## src/core/tpr_consts.svh

```systemverilog
`ifndef TPR_CONSTS_SVH
`define TPR_CONSTS_SVH

// ----------------------------------------------------------------
// reset release timing
// ----------------------------------------------------------------
`define TPR_RST_RELEASE_CYCLES 16

// ----------------------------------------------------------------
// instruction register
// ----------------------------------------------------------------
`define TPR_IR_WIDTH   4
`define TPR_IR_IDCODE  4'h1
`define TPR_IR_BYPASS  4'hf
`define TPR_IR_CAPTURE 4'h1
// arbitrary identification value
`define TPR_IDCODE_VALUE 32'h0000_0001
`define TPR_DR_WIDTH   32

// ----------------------------------------------------------------
// port d pin positions (port_d_bit0_alt .. port_d_bit4_alt)
// ----------------------------------------------------------------
`define TPR_PIN_TDI   0
`define TPR_PIN_TDO   1
`define TPR_PIN_TCK   2
`define TPR_PIN_TMS   3
`define TPR_PIN_RST   4
`define TPR_PORT_D_W  5
`define TPR_PORT_A_W  2

`endif

```

## src/core/tpr_pkg.sv

```systemverilog
`default_nettype none

package tpr_pkg;

  // ----------------------------------------------------------------
  // tap controller states, one-hot
  // ----------------------------------------------------------------
  typedef enum logic [15:0] {
    TAP_RESET     = 16'h0001,
    TAP_IDLE      = 16'h0002,
    TAP_SEL_DR    = 16'h0004,
    TAP_CAP_DR    = 16'h0008,
    TAP_SHIFT_DR  = 16'h0010,
    TAP_EXIT1_DR  = 16'h0020,
    TAP_PAUSE_DR  = 16'h0040,
    TAP_EXIT2_DR  = 16'h0080,
    TAP_UPD_DR    = 16'h0100,
    TAP_SEL_IR    = 16'h0200,
    TAP_CAP_IR    = 16'h0400,
    TAP_SHIFT_IR  = 16'h0800,
    TAP_EXIT1_IR  = 16'h1000,
    TAP_PAUSE_IR  = 16'h2000,
    TAP_EXIT2_IR  = 16'h4000,
    TAP_UPD_IR    = 16'h8000
  } tpr_tap_state_t;

  // pad drive: output value and active-low output enable
  typedef struct packed {
    logic out;
    logic oe_n;
  } tpr_pad_t;

  // per-pin software configuration
  typedef struct packed {
    logic periph_en;   // peripheral enable bit
    logic periph_sel;  // peripheral select bit
    logic dir;         // 1 = output
    logic out;         // gpio output value
  } tpr_pin_cfg_t;

endpackage

`default_nettype wire

```

## src/core/tpr_reset_ctl.sv

```systemverilog
`include "tpr_consts.svh"
`default_nettype none

// ----------------------------------------------------------------
// internal reset generator
// ----------------------------------------------------------------
module tpr_reset_ctl #(
  parameter int RELEASE_CYCLES = `TPR_RST_RELEASE_CYCLES
) (
  input  wire logic clk,                 // system clock
  input  wire logic reset,               // power-on reset
  input  wire logic ext_reset_n,         // synchronised reset pin
  input  wire logic pin_is_gpio,         // reset pin in port mode
  input  wire logic watchdog_reset_src,  // watchdog reset request
  input  wire logic sw_reset_req,        // software reset request
  output logic      rst_o                // internal reset
);
  localparam int CW = $clog2(RELEASE_CYCLES + 1);

  logic [CW-1:0] cnt_reg;
  logic          rst_reg;
  logic          pin_src;
  logic          any_src;

  // pin counts only in reset function
  assign pin_src = ~ext_reset_n & ~pin_is_gpio;
  assign any_src = pin_src | watchdog_reset_src | sw_reset_req;
  assign rst_o   = rst_reg;

  // hold while any source, release after quiet count
  always_ff @(posedge clk) begin
    if (reset || any_src) begin
      cnt_reg <= '0;
      rst_reg <= 1'b1;
    end else if (rst_reg) begin
      if (cnt_reg == CW'(RELEASE_CYCLES - 1)) rst_reg <= 1'b0;
      else cnt_reg <= cnt_reg + CW'(1);
    end
  end

  // ----------------------------------------------------------------
  // checks
  // ----------------------------------------------------------------
  logic [CW:0] quiet_hlp;
  always_ff @(posedge clk) begin
    if (reset || any_src) quiet_hlp <= '0;
    else if (rst_reg) quiet_hlp <= quiet_hlp + (CW+1)'(1);
  end
endmodule

`default_nettype wire

```

## src/core/tpr_top.sv

```systemverilog
`include "tpr_consts.svh"
`default_nettype none

module tpr_top #(
  parameter int                 RELEASE_CYCLES = `TPR_RST_RELEASE_CYCLES,
  parameter logic [`TPR_DR_WIDTH-1:0] IDCODE   = `TPR_IDCODE_VALUE  // arbitrary value
) (
  input  wire logic                clk,                                // 250 mhz clock
  input  wire logic                reset,                              // power-on reset
  input  wire logic [`TPR_PORT_D_W-1:0] port_d_pad_in,                 // port d pin levels
  output tpr_pkg::tpr_pad_t [`TPR_PORT_D_W-1:0] port_d_pad,            // port d pin drive
  input  wire tpr_pkg::tpr_pin_cfg_t [`TPR_PORT_D_W-1:0] port_d_cfg,   // port d config
  output logic [`TPR_PORT_D_W-1:0] port_d_gpio_in,                     // port d readback
  input  wire logic [`TPR_PORT_A_W-1:0] port_a_pad_in,                 // port a pin levels
  output tpr_pkg::tpr_pad_t [`TPR_PORT_A_W-1:0] port_a_pad,            // port a pin drive
  input  wire tpr_pkg::tpr_pin_cfg_t [`TPR_PORT_A_W-1:0] port_a_cfg,   // port a config
  output logic [`TPR_PORT_A_W-1:0] port_a_gpio_in,                     // port a readback
  input  wire logic                comparator_c_out,                   // comparator c result
  input  wire logic                watchdog_reset_src,                 // watchdog reset
  input  wire logic                sw_reset_req,                       // software reset
  output logic                     sys_reset_out                       // internal reset
);
  localparam int IRW = `TPR_IR_WIDTH;
  localparam int DRW = `TPR_DR_WIDTH;

  // ----------------------------------------------------------------
  // pin synchronisers
  // ----------------------------------------------------------------
  logic [`TPR_PORT_D_W-1:0] d_meta_reg;
  logic [`TPR_PORT_D_W-1:0] d_sync_reg;
  logic [`TPR_PORT_A_W-1:0] a_meta_reg;
  logic [`TPR_PORT_A_W-1:0] a_sync_reg;

  // two flops per pin, reset pin included
  always_ff @(posedge clk) begin
    d_meta_reg <= port_d_pad_in;
    d_sync_reg <= d_meta_reg;
    a_meta_reg <= port_a_pad_in;
    a_sync_reg <= a_meta_reg;
  end

  assign port_d_gpio_in = d_sync_reg;
  assign port_a_gpio_in = a_sync_reg;

  // ----------------------------------------------------------------
  // reset
  // ----------------------------------------------------------------
  logic ext_reset_n;
  logic rst_pin_gpio;
  logic sys_rst;

  assign ext_reset_n  = d_sync_reg[`TPR_PIN_RST];
  assign rst_pin_gpio = port_d_cfg[`TPR_PIN_RST].periph_en & port_d_cfg[`TPR_PIN_RST].periph_sel;

  tpr_reset_ctl #(
    .RELEASE_CYCLES (RELEASE_CYCLES)
  ) u_reset (
    .clk                (clk),
    .reset              (reset),
    .ext_reset_n        (ext_reset_n),
    .pin_is_gpio        (rst_pin_gpio),
    .watchdog_reset_src (watchdog_reset_src),
    .sw_reset_req       (sw_reset_req),
    .rst_o              (sys_rst)
  );

  assign sys_reset_out = sys_rst;

  // ----------------------------------------------------------------
  // alternate function selection
  // ----------------------------------------------------------------
  logic [`TPR_PORT_D_W-1:0] d_alt;
  logic [`TPR_PORT_A_W-1:0] a_alt;
  logic [`TPR_PORT_A_W-1:0] a_dir;

  // alternate only with both bits, never during reset
  genvar gi;
  generate
    for (gi = 0; gi < `TPR_PORT_D_W; gi++) begin : g_dalt
      assign d_alt[gi] = port_d_cfg[gi].periph_en & port_d_cfg[gi].periph_sel & ~sys_rst;
    end
    for (gi = 0; gi < `TPR_PORT_A_W; gi++) begin : g_aalt
      assign a_alt[gi] = port_a_cfg[gi].periph_en & port_a_cfg[gi].periph_sel & ~sys_rst;
      assign a_dir[gi] = port_a_cfg[gi].dir & ~sys_rst;
    end
  endgenerate

  // ----------------------------------------------------------------
  // test clock edges and tap inputs
  // ----------------------------------------------------------------
  logic tck_eff;
  logic tms_eff;
  logic tdi_eff;
  logic tck_prev_reg;
  logic tck_rise;
  logic tck_fall;

  // port-mode pins read as pulled-up idle
  assign tck_eff  = d_alt[`TPR_PIN_TCK] | d_sync_reg[`TPR_PIN_TCK];
  assign tms_eff  = d_alt[`TPR_PIN_TMS] | d_sync_reg[`TPR_PIN_TMS];
  assign tdi_eff  = d_alt[`TPR_PIN_TDI] | d_sync_reg[`TPR_PIN_TDI];
  assign tck_rise = tck_eff & ~tck_prev_reg;
  assign tck_fall = ~tck_eff & tck_prev_reg;

  // tracks the pin through reset too, so no false edge follows release while the clock pin is not in port mode
  always_ff @(posedge clk) begin
    tck_prev_reg <= tck_eff;
  end

  // ----------------------------------------------------------------
  // tap state machine
  // ----------------------------------------------------------------
  tpr_pkg::tpr_tap_state_t state_reg;
  tpr_pkg::tpr_tap_state_t state_next;

  // next state from mode select
  always_comb begin
    case (state_reg)
      tpr_pkg::TAP_RESET:    state_next = tms_eff ? tpr_pkg::TAP_RESET    : tpr_pkg::TAP_IDLE;
      tpr_pkg::TAP_IDLE:     state_next = tms_eff ? tpr_pkg::TAP_SEL_DR   : tpr_pkg::TAP_IDLE;
      tpr_pkg::TAP_SEL_DR:   state_next = tms_eff ? tpr_pkg::TAP_SEL_IR   : tpr_pkg::TAP_CAP_DR;
      tpr_pkg::TAP_CAP_DR:   state_next = tms_eff ? tpr_pkg::TAP_EXIT1_DR : tpr_pkg::TAP_SHIFT_DR;
      tpr_pkg::TAP_SHIFT_DR: state_next = tms_eff ? tpr_pkg::TAP_EXIT1_DR : tpr_pkg::TAP_SHIFT_DR;
      tpr_pkg::TAP_EXIT1_DR: state_next = tms_eff ? tpr_pkg::TAP_UPD_DR   : tpr_pkg::TAP_PAUSE_DR;
      tpr_pkg::TAP_PAUSE_DR: state_next = tms_eff ? tpr_pkg::TAP_EXIT2_DR : tpr_pkg::TAP_PAUSE_DR;
      tpr_pkg::TAP_EXIT2_DR: state_next = tms_eff ? tpr_pkg::TAP_UPD_DR   : tpr_pkg::TAP_SHIFT_DR;
      tpr_pkg::TAP_UPD_DR:   state_next = tms_eff ? tpr_pkg::TAP_SEL_DR   : tpr_pkg::TAP_IDLE;
      tpr_pkg::TAP_SEL_IR:   state_next = tms_eff ? tpr_pkg::TAP_RESET    : tpr_pkg::TAP_CAP_IR;
      tpr_pkg::TAP_CAP_IR:   state_next = tms_eff ? tpr_pkg::TAP_EXIT1_IR : tpr_pkg::TAP_SHIFT_IR;
      tpr_pkg::TAP_SHIFT_IR: state_next = tms_eff ? tpr_pkg::TAP_EXIT1_IR : tpr_pkg::TAP_SHIFT_IR;
      tpr_pkg::TAP_EXIT1_IR: state_next = tms_eff ? tpr_pkg::TAP_UPD_IR   : tpr_pkg::TAP_PAUSE_IR;
      tpr_pkg::TAP_PAUSE_IR: state_next = tms_eff ? tpr_pkg::TAP_EXIT2_IR : tpr_pkg::TAP_PAUSE_IR;
      tpr_pkg::TAP_EXIT2_IR: state_next = tms_eff ? tpr_pkg::TAP_UPD_IR   : tpr_pkg::TAP_SHIFT_IR;
      tpr_pkg::TAP_UPD_IR:   state_next = tms_eff ? tpr_pkg::TAP_SEL_DR   : tpr_pkg::TAP_IDLE;
      default:               state_next = tpr_pkg::TAP_RESET;
    endcase
  end

  // advance on rising test clock
  always_ff @(posedge clk) begin
    if (sys_rst) state_reg <= tpr_pkg::TAP_RESET;
    else if (tck_rise) state_reg <= state_next;
  end

  // ----------------------------------------------------------------
  // instruction and data shift paths
  // ----------------------------------------------------------------
  logic [IRW-1:0] ir_shift_reg;
  logic [IRW-1:0] ir_reg;
  logic [DRW-1:0] dr_shift_reg;
  logic           sel_id;
  logic           in_shift;

  assign sel_id   = (ir_reg == `TPR_IR_IDCODE);
  assign in_shift = (state_reg == tpr_pkg::TAP_SHIFT_IR) | (state_reg == tpr_pkg::TAP_SHIFT_DR);

  // capture, shift and update on rising test clock
  always_ff @(posedge clk) begin
    if (sys_rst || (state_reg == tpr_pkg::TAP_RESET)) begin
      ir_shift_reg <= '0;
      ir_reg       <= `TPR_IR_IDCODE;
      dr_shift_reg <= '0;
    end else if (tck_rise) begin
      case (state_reg)
        tpr_pkg::TAP_CAP_IR:   ir_shift_reg <= `TPR_IR_CAPTURE;
        tpr_pkg::TAP_SHIFT_IR: ir_shift_reg <= {tdi_eff, ir_shift_reg[IRW-1:1]};
        tpr_pkg::TAP_UPD_IR:   ir_reg <= ir_shift_reg;
        tpr_pkg::TAP_CAP_DR:   dr_shift_reg <= sel_id ? IDCODE : '0;
        tpr_pkg::TAP_SHIFT_DR: begin
          if (sel_id) dr_shift_reg <= {tdi_eff, dr_shift_reg[DRW-1:1]};
          else dr_shift_reg[0] <= tdi_eff;
        end
        default: ;
      endcase
    end
  end

  // ----------------------------------------------------------------
  // test data output, falling edge
  // ----------------------------------------------------------------
  logic tdo_reg;
  logic tdo_oe_n_reg;

  always_ff @(posedge clk) begin
    if (sys_rst) begin
      tdo_reg      <= 1'b0;
      tdo_oe_n_reg <= 1'b1;
    end else if (tck_fall) begin
      tdo_reg      <= (state_reg == tpr_pkg::TAP_SHIFT_IR) ? ir_shift_reg[0] : dr_shift_reg[0];
      tdo_oe_n_reg <= ~in_shift;
    end
  end

  // ----------------------------------------------------------------
  // pad drive
  // ----------------------------------------------------------------
  tpr_pkg::tpr_pad_t [`TPR_PORT_D_W-1:0] d_pad_next;
  tpr_pkg::tpr_pad_t [`TPR_PORT_D_W-1:0] d_pad_reg;
  tpr_pkg::tpr_pad_t [`TPR_PORT_A_W-1:0] a_pad_next;
  tpr_pkg::tpr_pad_t [`TPR_PORT_A_W-1:0] a_pad_reg;
  logic                                 od_low;

  // reset pin in port mode: open-drain, pulls low only
  assign od_low = port_d_cfg[`TPR_PIN_RST].dir & ~port_d_cfg[`TPR_PIN_RST].out;

  generate
    for (gi = 0; gi < `TPR_PORT_D_W; gi++) begin : g_dpad
      if (gi == `TPR_PIN_TDO) begin : g_tdo
        assign d_pad_next[gi] = d_alt[gi] ? {port_d_cfg[gi].out, ~port_d_cfg[gi].dir}
                                          : {tdo_reg, tdo_oe_n_reg};
      end else if (gi == `TPR_PIN_RST) begin : g_rst
        assign d_pad_next[gi] = d_alt[gi] ? {1'b0, ~od_low} : 2'b01;
      end else begin : g_in
        assign d_pad_next[gi] = d_alt[gi] ? {port_d_cfg[gi].out, ~port_d_cfg[gi].dir}
                                          : 2'b01;
      end
    end
    for (gi = 0; gi < `TPR_PORT_A_W; gi++) begin : g_apad
      if (gi == 0) begin : g_cmp
        assign a_pad_next[gi] = a_alt[gi] ? {comparator_c_out, 1'b0}
                                          : {port_a_cfg[gi].out, ~a_dir[gi]};
      end else begin : g_gpio
        assign a_pad_next[gi] = {port_a_cfg[gi].out, ~a_dir[gi]};
      end
    end
  endgenerate

  // registered pad drive, released at reset
  always_ff @(posedge clk) begin
    if (sys_rst) begin
      d_pad_reg <= {`TPR_PORT_D_W{2'b01}};
      a_pad_reg <= {`TPR_PORT_A_W{2'b01}};
    end else begin
      d_pad_reg <= d_pad_next;
      a_pad_reg <= a_pad_next;
    end
  end

  assign port_d_pad = d_pad_reg;
  assign port_a_pad = a_pad_reg;
endmodule

`default_nettype wire

```

## config.mk

```make
export PLATFORM = sky130hd
export DESIGN_NAME = tpr_top
export DESIGN_NICKNAME = d
export VERILOG_FILES = /design/src/core/tpr_pkg.sv /design/src/core/tpr_reset_ctl.sv /design/src/core/tpr_top.sv
export VERILOG_INCLUDE_DIRS = /design/src /design/src/core
export SDC_FILE = /design/constraint.sdc
export NUM_CORES = 1
export LEC_CHECK = 0
export ABC_AREA = 1
export BUFFER_PORTS_ARGS = -buffer_cell sky130_fd_sc_hd__buf_4
export CAP_MARGIN = 0
export CORE_ASPECT_RATIO = 0.75
export CORE_MARGIN = 4
export CORE_UTILIZATION = 60
export CTS_CLUSTER_SIZE = 14
export DETAILED_ROUTE_END_ITERATION = 10
export PLACE_DENSITY_LB_ADDON = 0.08
export REMOVE_ABC_BUFFERS = 1
export SLEW_MARGIN = 0
export SYNTH_ARGS = -nofsm -noshare
export SYNTH_HDL_FRONTEND = slang
export SYNTH_SLANG_ARGS = --single-unit
export TNS_END_PERCENT = 20
```

## constraint.sdc

```tcl
create_clock -name clk -period 4.21 [get_ports clk]
set_input_delay 0.842 -clock clk [delete_from_list [all_inputs] [get_ports clk]]
set_output_delay 0.842 -clock clk [all_outputs]
set_load 0.02 [all_outputs]
```

-- Word-level counts from Yosys, hierarchy flattened
Cells that the tools add are included.
- add/subtract/negate cells: 1
- multiply operators: 0
- div/mod/pow operators: 0
- order comparisons: 0
- equal/unequal tests: 19
- shift-type cells: 0
- muxes and demuxes: 23
- bitwise operators: 43
- reductions and logical operators: 16
- operator list (cell ; count):
    $pmux 16 s12 ; 1
    $pmux 32 s2 ; 1
    $mux 16 ; 2
    $mux 31 ; 1
    $not 1->1 ; 19
    $and 1x1->1 ; 18
    $mux 9 ; 2
    $eq 16x1->1 const B ; 1
    $eq 16x10->1 const B ; 1
    $eq 16x11->1 const B ; 1
    $eq 16x12->1 const B ; 1
    $eq 16x13->1 const B ; 1
    $eq 16x14->1 const B ; 1
    $eq 16x15->1 const B ; 1
    $eq 16x16->1 const B ; 1
    $eq 16x2->1 const B ; 1
    $eq 16x3->1 const B ; 1
    $eq 16x4->1 const B ; 1
    $eq 16x5->1 const B ; 1
    $eq 16x6->1 const B ; 1
    $eq 16x7->1 const B ; 1
    $eq 16x8->1 const B ; 1
    $eq 16x9->1 const B ; 1
    $mux 15 ; 1
    other kinds (20) ; 41
- register bits after elaboration: 93
- bits in latches: 0
- RAM bits: 0
- bits in read-only memories: 0
- bits of input ports: 40
- output and inout port bits: 22
- word-level logic and storage cells: 130
- memories: 0

-- Logic depth before layout (Yosys ltp)
Gate-level depths: netlist (run 1).
- depth in word-level cells: 6
- gate-level depth with buffers: 11
- gate-level depth less buffers: 11

-- Cells and area by module
Synthesis (run 1) repeated with hierarchy kept, for this count alone.
- cells, all modules: 560
- area total of the unflattened synthesis: 4162.7 µm²
- modules (own cells, without submodules) (module ; instances ; cells an instance ; area each (µm²) ; seq. area each (µm²)):
    tpr_top ; 1 ; 518 ; 3862.5 ; 1721.7
    tpr_reset_ctl ; 1 ; 42 ; 300.3 ; 120.1

-- Worst setup path before layout (run 1)
OpenSTA, ideal clock, no wires.
- path kind: input port to flip-flop
- start point: in port_d_cfg[11] (netlist bit)
- end point: reg state_reg[8]
- setup time: 0.070 ns
- arrival time: 1.758 ns
- data required time: 4.140 ns
- slack: 2.381 ns
- stages on the path: 7
- path buffers: 1
- path through: nand3_1 nand2_1 nand2_2 buf_2 nor2_1 o21ai_0 a21oi_1
- word-level cells in the longest chain between the ends: 4
- ends and longest elaborated chain (element ; RTL line ; text):
    start: declaration ; tpr_top.sv:12 ; input wire tpr_pkg::tpr_pin_cfg_t [`TPR_PORT_D_W-1:0] port_d_cfg,
    $and 1x1->1 (2 in a row) ; tpr_top.sv:80 ; assign d_alt[gi] = port_d_cfg[gi].periph_en & port_d_cfg[gi].periph_sel & ~sys_rst;
    $or 1x1->1 ; tpr_top.sv:99 ; assign tck_eff = d_alt[`TPR_PIN_TCK] | d_sync_reg[`TPR_PIN_TCK];
    net tck_eff ; tpr_top.sv:91 ; logic tck_eff;
    $and 1x1->1 ; tpr_top.sv:102 ; assign tck_rise = tck_eff & ~tck_prev_reg;
    end signal: assignment ; tpr_top.sv:141 ; if (sys_rst) state_reg <= tpr_pkg::TAP_RESET;
    end signal: assignment ; tpr_top.sv:142 ; else if (tck_rise) state_reg <= state_next;
    end: declaration ; tpr_top.sv:113 ; tpr_pkg::tpr_tap_state_t state_reg;
The timed path passes the listed nets, and every way through them passes these cells.
A chain may end at the register's enable or synchronous reset.

-- Worst setup path after layout (run 1)
- start point: reg state_reg[14]
- end point: reg dr_shift_reg[28]
- word-level cells in the longest chain between the ends: 3
- elaborated cells on any way between the ends: 8
- classes of those cells: 4 x eq/ne; 1 x mux; 3 x reduce/logical
- ends and longest elaborated chain (element ; RTL line ; text):
    $eq 16x5->1 / $eq 16x4->1 (equally long branches) ; tpr_top.sv:164 ; case (state_reg)
    $ne 2x2->1 (no source line) / $reduce_bool 2->1 (equally long branches) ; n/a ;
    $reduce_and 3->1 (no source line) ; n/a ;
    end signal: assignment ; tpr_top.sv:168 ; tpr_pkg::TAP_CAP_DR: dr_shift_reg <= sel_id ? IDCODE : '0;
    end signal: assignment ; tpr_top.sv:170 ; if (sel_id) dr_shift_reg <= {tdi_eff, dr_shift_reg[DRW-1:1]};
    end: declaration ; tpr_top.sv:150 ; logic [DRW-1:0] dr_shift_reg;
Several ways; a longest one is shown, not always the timed one.

==> metrics, run 1 <==
hold endpoint=port_d_gpio_in[0]$_DFF_P_; Area Growth Syn to Fin=16.8%; register area share after synthesis=48.5%; initial antenna violation count=0; Die ar.=7680 um2; Slowest-stage cell, CP=o21ai_4; grt peak-use layer=met2; vias per cell=5.32; Seq cells post-synth=92; Fin. Hold Viols=0; worst-margin pin slew=0.655 ns; reg2reg start=state_reg[14]$_SDFFE_PP0P_; CTS Sinks=92; placement row count=24; top cell type by total area after synthesis=dfxtp_1; Internal Power=1.18 mW; crit share post-route=53.9%; most frequent cells after synthesis=119 x nand2_1, 92 x dfxtp_1, 62 x a21oi_1, 41 x inv_1, 39 x nor2_1; cells after synthesis=495; P_leak=1.70 nW; CTS max path bufs=2; CTS buffer count=9; critical path class=flip-flop to flip-flop; worst r2r path cells=9; crit-path cells=nor2_2 > nand2_2 > nor2_8 > nand2_4 > o21ai_4 > nand2_1 > buf_4 > nand2_1 > a21oi_1; vias in the first global route=3115; R2R setup slack=1.94 ns; setup TNS=0 ns; HP Class=flip-flop to flip-flop; Core ar.=5980 um2; Worst Min Path Start=d_meta_reg[0]$_DFF_P_; grt ovf=0; Arr. time, crit path=2.51 ns; Die W=99.8 um; Clock Root Buffer=clkbuf_8; Most common cell on crit path=nand2_1; worst-path maximum fanout=20; M2 GR Usage=34.2%; main area contributors after synthesis=dfxtp_1 49%, nand2_1 12%, a21oi_1 8.2%; Seq pwr share=58.2%; worst rel slew slack=56.2%; top-area cell type share of the netlist area=48.5%; final critical-path required period=2.27 ns; GPL Wtd Cong=0.869; pre-CTS setup slack=1.66 ns; I/O pin cnt=62; Clock Latency Late Sink=0.36 ns; f_max=441 MHz; clock-pin transition on the worst setup and hold timing paths=0.09 ns; Switching Fraction=22.1%; met1 track demand over resource=28.1%; Switch Pwr=0.334 mW; drc violations=0; Max Slew Vio Count=0; hold path depth=0; status=completed; Synth Area per Inst=7.67 um2; Worst R2R End=dr_shift_reg[28]$_SDFFE_PP0P_; Logic pwr share=3.8%; # Max-Cap Violations=0; Resized Gates After CTS=0; Yosys cell types=33; GR Layer Usage met3=7.34%; CTS tree=yes; Mapped Area=3800 um2; pin count of the biggest net entering global routing=37; H-tree levels=3; Final setup viols=0; I/O Buffers=58; Initial Util=63.5%; Synth Flop Type=dfxtp_1; Tot GR Track Use=21.4%; dpl hpwl=5.37 mm; CP required=4.46 ns; CP Launch Type=flip-flop; number of flip-flops in the largest register=32; worst vdd ir=244 uV; DRT Wirelength=7.84 mm; EDFF count, synth=0; end-of-flow core utilization=74.2%; clock network power share=38.0%; clock skew=0.00959 ns; Setup crit end kind=flip-flop; postcts setup bufs=0; RSZ-0062 raised after global routing=no; ant diodes=0; PD cells=341 nW/um2; Async S/R FF share, synth=0%; vias=3341; Yosys warnings=0; most common cell in the netlist=nand2_1; max incr delay on CP=0.36 ns; DRT antenna net count=0; die height=76.9 um; WL/cell=12.5 um; number of nets in the layout=588; drt pass-1 iters=5; layout cells sized above 1=19.3%; Hold Buf Count CTS=0; DRT iter0 DRCs=181; first-pass GRT wire length=13.5 mm; final worst slack=1.94 ns
==> worst max-delay path: cells and delay by family, from the launching register on <==
family                 cells  cell delay, ns
AOI/OAI and AO/OA          2            0.42
DFF                        1            0.34
buffers and inverters      1            0.32
and+or+nand+nor            6            1.06
==> placed cells by master (no fill, tap or decap), drive strengths merged <==
cell,synthesis,final
nand2,125,125
nor3,6,6
buf,16,62
o21ai,18,18
clkinvlp,0,1
a21oi,62,62
dfxtp,92,92
o31ai,1,1
o211ai,1,1
clkinv,1,4
bufinv,0,1
inv,44,45
clkbuf,6,9
nor2,54,54
xnor2,1,1
and3,1,1
nand4,25,25
conb,1,1
nor4,1,1
or2,2,2
nand3b,15,15
nand3,19,19
nor3b,2,2
ha,2,2
==> metrics by stage <==
stage / instance area (um2) / hold WS, ns / power (mW) / std cells
after floorplan: 3680 / 0.310 / 0.920 / 473
after global placement: 4250 / 0.311 / 0.957 / 613
after detailed placement: 4250 / 0.313 / 0.959 / 613
after CTS: 4440 / 0.334 / 1.52 / 628
after global routing: 4440 / 0.340 / 1.57 / 628
final: 4440 / 0.333 / 1.51 / 628
==> routing by layer <==
| layer | vias to the layer above | wire [um] |
|---|---|---|
| met3 | 9 | 563 |
| met4 | 0 | 76 |
| met5 | - | 0 |
| met2 | 98 | 3530 |
| met1 | 1519 | 3670 |
| li1 | 1715 | - |
==> area by class of cell <==
type | instances | area (um2)
clock buffers | 9 | 124
clock inverters | 6 | 65.1
inverters | 45 | 170
well taps | 78 | 97.6
repair buffers | 62 | 465
multi-input cells | 336 | 1670
flip-flops and latches | 92 | 1840
fillers | 472 | 1540
==> worst max path at each step <==
stage | startpoint | end | slack, ns | depth (start not counted)
finish | state_reg[14]$_SDFFE_PP0P_ | dr_shift_reg[28]$_SDFFE_PP0P_ | 1.94 | 9
global route | state_reg[10]$_SDFFE_PP0P_ | dr_shift_reg[28]$_SDFFE_PP0P_ | 1.80 | 9
CTS | state_reg[14]$_SDFFE_PP0P_ | dr_shift_reg[28]$_SDFFE_PP0P_ | 1.95 | 9
detailed placement | port_d_cfg[10] | dr_shift_reg[9]$_SDFFE_PP0P_ | 1.66 | 9
floorplan | u_reset.rst_o$_SDFF_PP1_ | dr_shift_reg[31]$_SDFFE_PP0P_ | 1.61 | 8
global placement | port_d_cfg[10] | dr_shift_reg[31]$_SDFFE_PP0P_ | 1.70 | 9
==> power groups by stage <==
stage | sequential [mW] | clock, mW | combinational [mW]
6_report | 0.880 | 0.574 | 0.0582
5_1_grt | 0.881 | 0.621 | 0.0633
4_1_cts | 0.880 | 0.581 | 0.0583
3_5_place_dp | 0.901 | 0 | 0.0581
3_3_place_gp | 0.900 | 0 | 0.0569
2_1_floorplan | 0.905 | 0 | 0.0157
==> kinds of logic after synthesis <==
family / Yosys count / share of synthesized area, %
adders and majority gates: 2 / 0.659
xor gates and xnor gates: 1 / 0.231
AOI/OAI and AO/OA: 82 / 11.2
and+or+nand+nor: 250 / 31.8
DFF: 92 / 48.5
other: 1 / 0.0988
buffers and inverters: 67 / 7.45
(Power assumes the default switching activity.)
==> run 2: changes to the inputs <==
--- a/config.mk
+++ b/config.mk
@@ -11,7 +11,7 @@
 export CAP_MARGIN = 0
 export CORE_ASPECT_RATIO = 0.75
 export CORE_MARGIN = 4
-export CORE_UTILIZATION = 60
+export CORE_UTILIZATION = 56
 export CTS_CLUSTER_SIZE = 14
 export DETAILED_ROUTE_END_ITERATION = 10
 export PLACE_DENSITY_LB_ADDON = 0.08
==> constraint.sdc (replaced) <==
create_clock -name clk -period 2.4 [get_ports clk]
set_input_delay 0.48 -clock clk [delete_from_list [all_inputs] [get_ports clk]]
set_output_delay 0.48 -clock clk [all_outputs]
set_load 0.02 [all_outputs]
==> run 2 against run 1 <==
  * Sequential share of layout area decreased by 0.46 points
  * Non-clock buffer count increased by 4
  * Wire length decreased by 2.2%
  * Core utilization decreased by 4.6 points
  * Maximum frequency increased by 15%
  * Global-route usage decreased by 0.86 points
  * Sequential power increased by 75%
  * Clock power increased by 73%
  * Sequential cell count unchanged
  * Critical path depth decreased by 1
  * Register-to-register slack got worse by 1.5 ns
  * Highest routed layer unchanged
==> metrics, run 2 (synthesized netlist as in run 1, its figures left out) <==
Arr. time, crit path=2.23 ns (-0.28 ns); WP buf/inv=1 (unchanged); placement row count=25 (+4.2%); clock-pin transition on the worst setup and hold timing paths=0.10 ns (about the same); Fin. Hold Viols=0 (unchanged); Layout Cells excl Fill=636 (+1.3%); DRT antenna net count=0 (unchanged); initial antenna violation count=0 (unchanged); f_max=508 MHz (+15%); critical path class=flip-flop to flip-flop; DRT Wirelength=7.67 mm (-2.2%); crit share post-route=82.0% (+28 points); drt pass-1 iters=5 (unchanged); Slowest-stage cell, CP=nand2_1; Initial Util=58.9% (-4.6 points); Final setup viols=0 (unchanged); worst-margin pin slew=0.501 ns (-0.154 ns); hold slack=0.211 ns (-0.122 ns); CP required=2.66 ns (-1.80 ns); final critical-path required period=1.97 ns (-0.300 ns); I/O Buffers=58 (unchanged); worst vdd ir=370 uV (+51%); final worst slack=0.432 ns (-1.51 ns); max incr delay on CP=0.42 ns (+0.06 ns); Max Slew Vio Count=0 (unchanged); HP Class=primary input to flip-flop; P_leak=1.73 nW (+1.7%); WL/cell=12.1 um (-3.4%); pre-CTS setup slack=0.330 ns (-1.33 ns); first-pass GRT wire length=13.4 mm (-0.56%); GPL Wtd Cong=0.897 (+3.2%); die height=79.3 um (+3.1%); Core ar.=6440 um2 (+7.8%); Die ar.=8170 um2 (+6.5%); postcts setup bufs=0 (unchanged); I/O pin cnt=62 (unchanged); CTS max path bufs=2 (unchanged); setup TNS=0 ns (unchanged); status=completed; vias per cell=5.21 (-2.1%); CTS buffer count=9 (unchanged); Tot GR Track Use=20.6% (-0.86 points); grt ovf=0 (unchanged); crit-path cells=nor2_2 > nand2_2 > nor2_8 > nand2_1 > nand2_1 > inv_1 > o21ai_0 > a21oi_1; fill cell count=523 (+11%); ant diodes=0 (unchanged); crit-path leading delay family=simple AND/OR/NAND/NOR gates; worst rel slew slack=66.5% (+10 points); Most common cell on crit path=nand2_1; PD cells=589 nW/um2 (+73%); Resized Gates After CTS=0 (unchanged); CTS Sinks=92 (unchanged); post-route total power=2.64 mW (+75%); number of nets in the layout=592 (+0.68%); drc violations=0 (unchanged); commonest non-fill, non-tap cell in the layout=nand2_1; Hold Buf Count CTS=0 (unchanged); Clock Latency Late Sink=0.36 ns (about the same); vias=3311 (-0.90%); Die W=103 um (+3.2%); Area Growth Syn to Fin=18.2%; DRT iter0 DRCs=119 (-34%); vias in the first global route=3107 (-0.26%); pin count of the biggest net entering global routing=32 (-14%); Setup crit end kind=flip-flop; # Max-Cap Violations=0 (unchanged); H-tree levels=3 (unchanged); CP Launch Type=flip-flop; dpl hpwl=5.43 mm (+1.0%); number of flip-flops in the largest register=32 (unchanged); worst-path maximum fanout=12 (-40%); dpl cells=620 (+1.1%); layout cells sized above 1=20.0% (+0.73 points); clock skew=0.00923 ns (-0.000360 ns); most frequent cells in the layout=119 x nand2_1, 92 x dfxtp_1, 65 x buf_4; Clock Root Buffer=clkbuf_8; CTS tree=yes; RSZ-0062 raised after global routing=no
run 2: changes by cell type in the layout (fill, tap and decap cells not counted):
cell	previous run	this run
clkinv_2	3	2
inv_6	1	2
inv_8	0	2
bufinv_16	1	0
buf_4	62	65
buf_12	0	1
clkinv_4	1	0
clkinv_8	0	1
run 2: worst paths after layout:
kind / from / endpoint / slack [ns] / depth (start not counted)
setup reg to reg: state_reg[12]$_SDFFE_PP0P_ / ir_reg[2]$_SDFFE_PP0P_ / 0.43 / 8
setup / recovery: state_reg[12]$_SDFFE_PP0P_ / ir_reg[2]$_SDFFE_PP0P_ / 0.43 / 8
hold reg to reg: a_meta_reg[1]$_DFF_P_ / port_a_gpio_in[1]$_DFF_P_ / 0.33 / 0
hold / removal: port_a_pad_in[1] / a_meta_reg[1]$_DFF_P_ / 0.21 / 1
run 2: layout make-up:
type,instances,area (um2),area share (%)
inverter,45,170,3.79
sequential,92,1840,41.1
clock inverter,7,68.8,1.53
clock buffer,9,124,2.76
multi-input combinational,336,1670,37.3
tap,81,101,2.26
timing repair buffer,66,508,11.3
run 2: per-stage QoR:
stage,util [%],area [um2]
6_report,69.6,4490
5_1_grt,69.6,4490
4_1_cts,69.6,4490
3_5_place_dp,66.6,4290
3_3_place_gp,66.6,4290
2_1_floorplan,-,3680
run 2: routing by layer:
metal	vias to the layer above	global-route usage, %	share of wire (%)
met2	91	32.6	45
met1	1490	26.5	47
li1	1725	-	-
met5	-	0	0
met4	0	4.92	0.82
met3	5	7.81	7.0
run 2: where the power goes:
part	leakage (nW)	switching [mW]	internal, mW
Clock	0.0968	0.588	0.405
Sequential	0.747	0.00452	1.54
Combinational	0.889	0.0510	0.0533
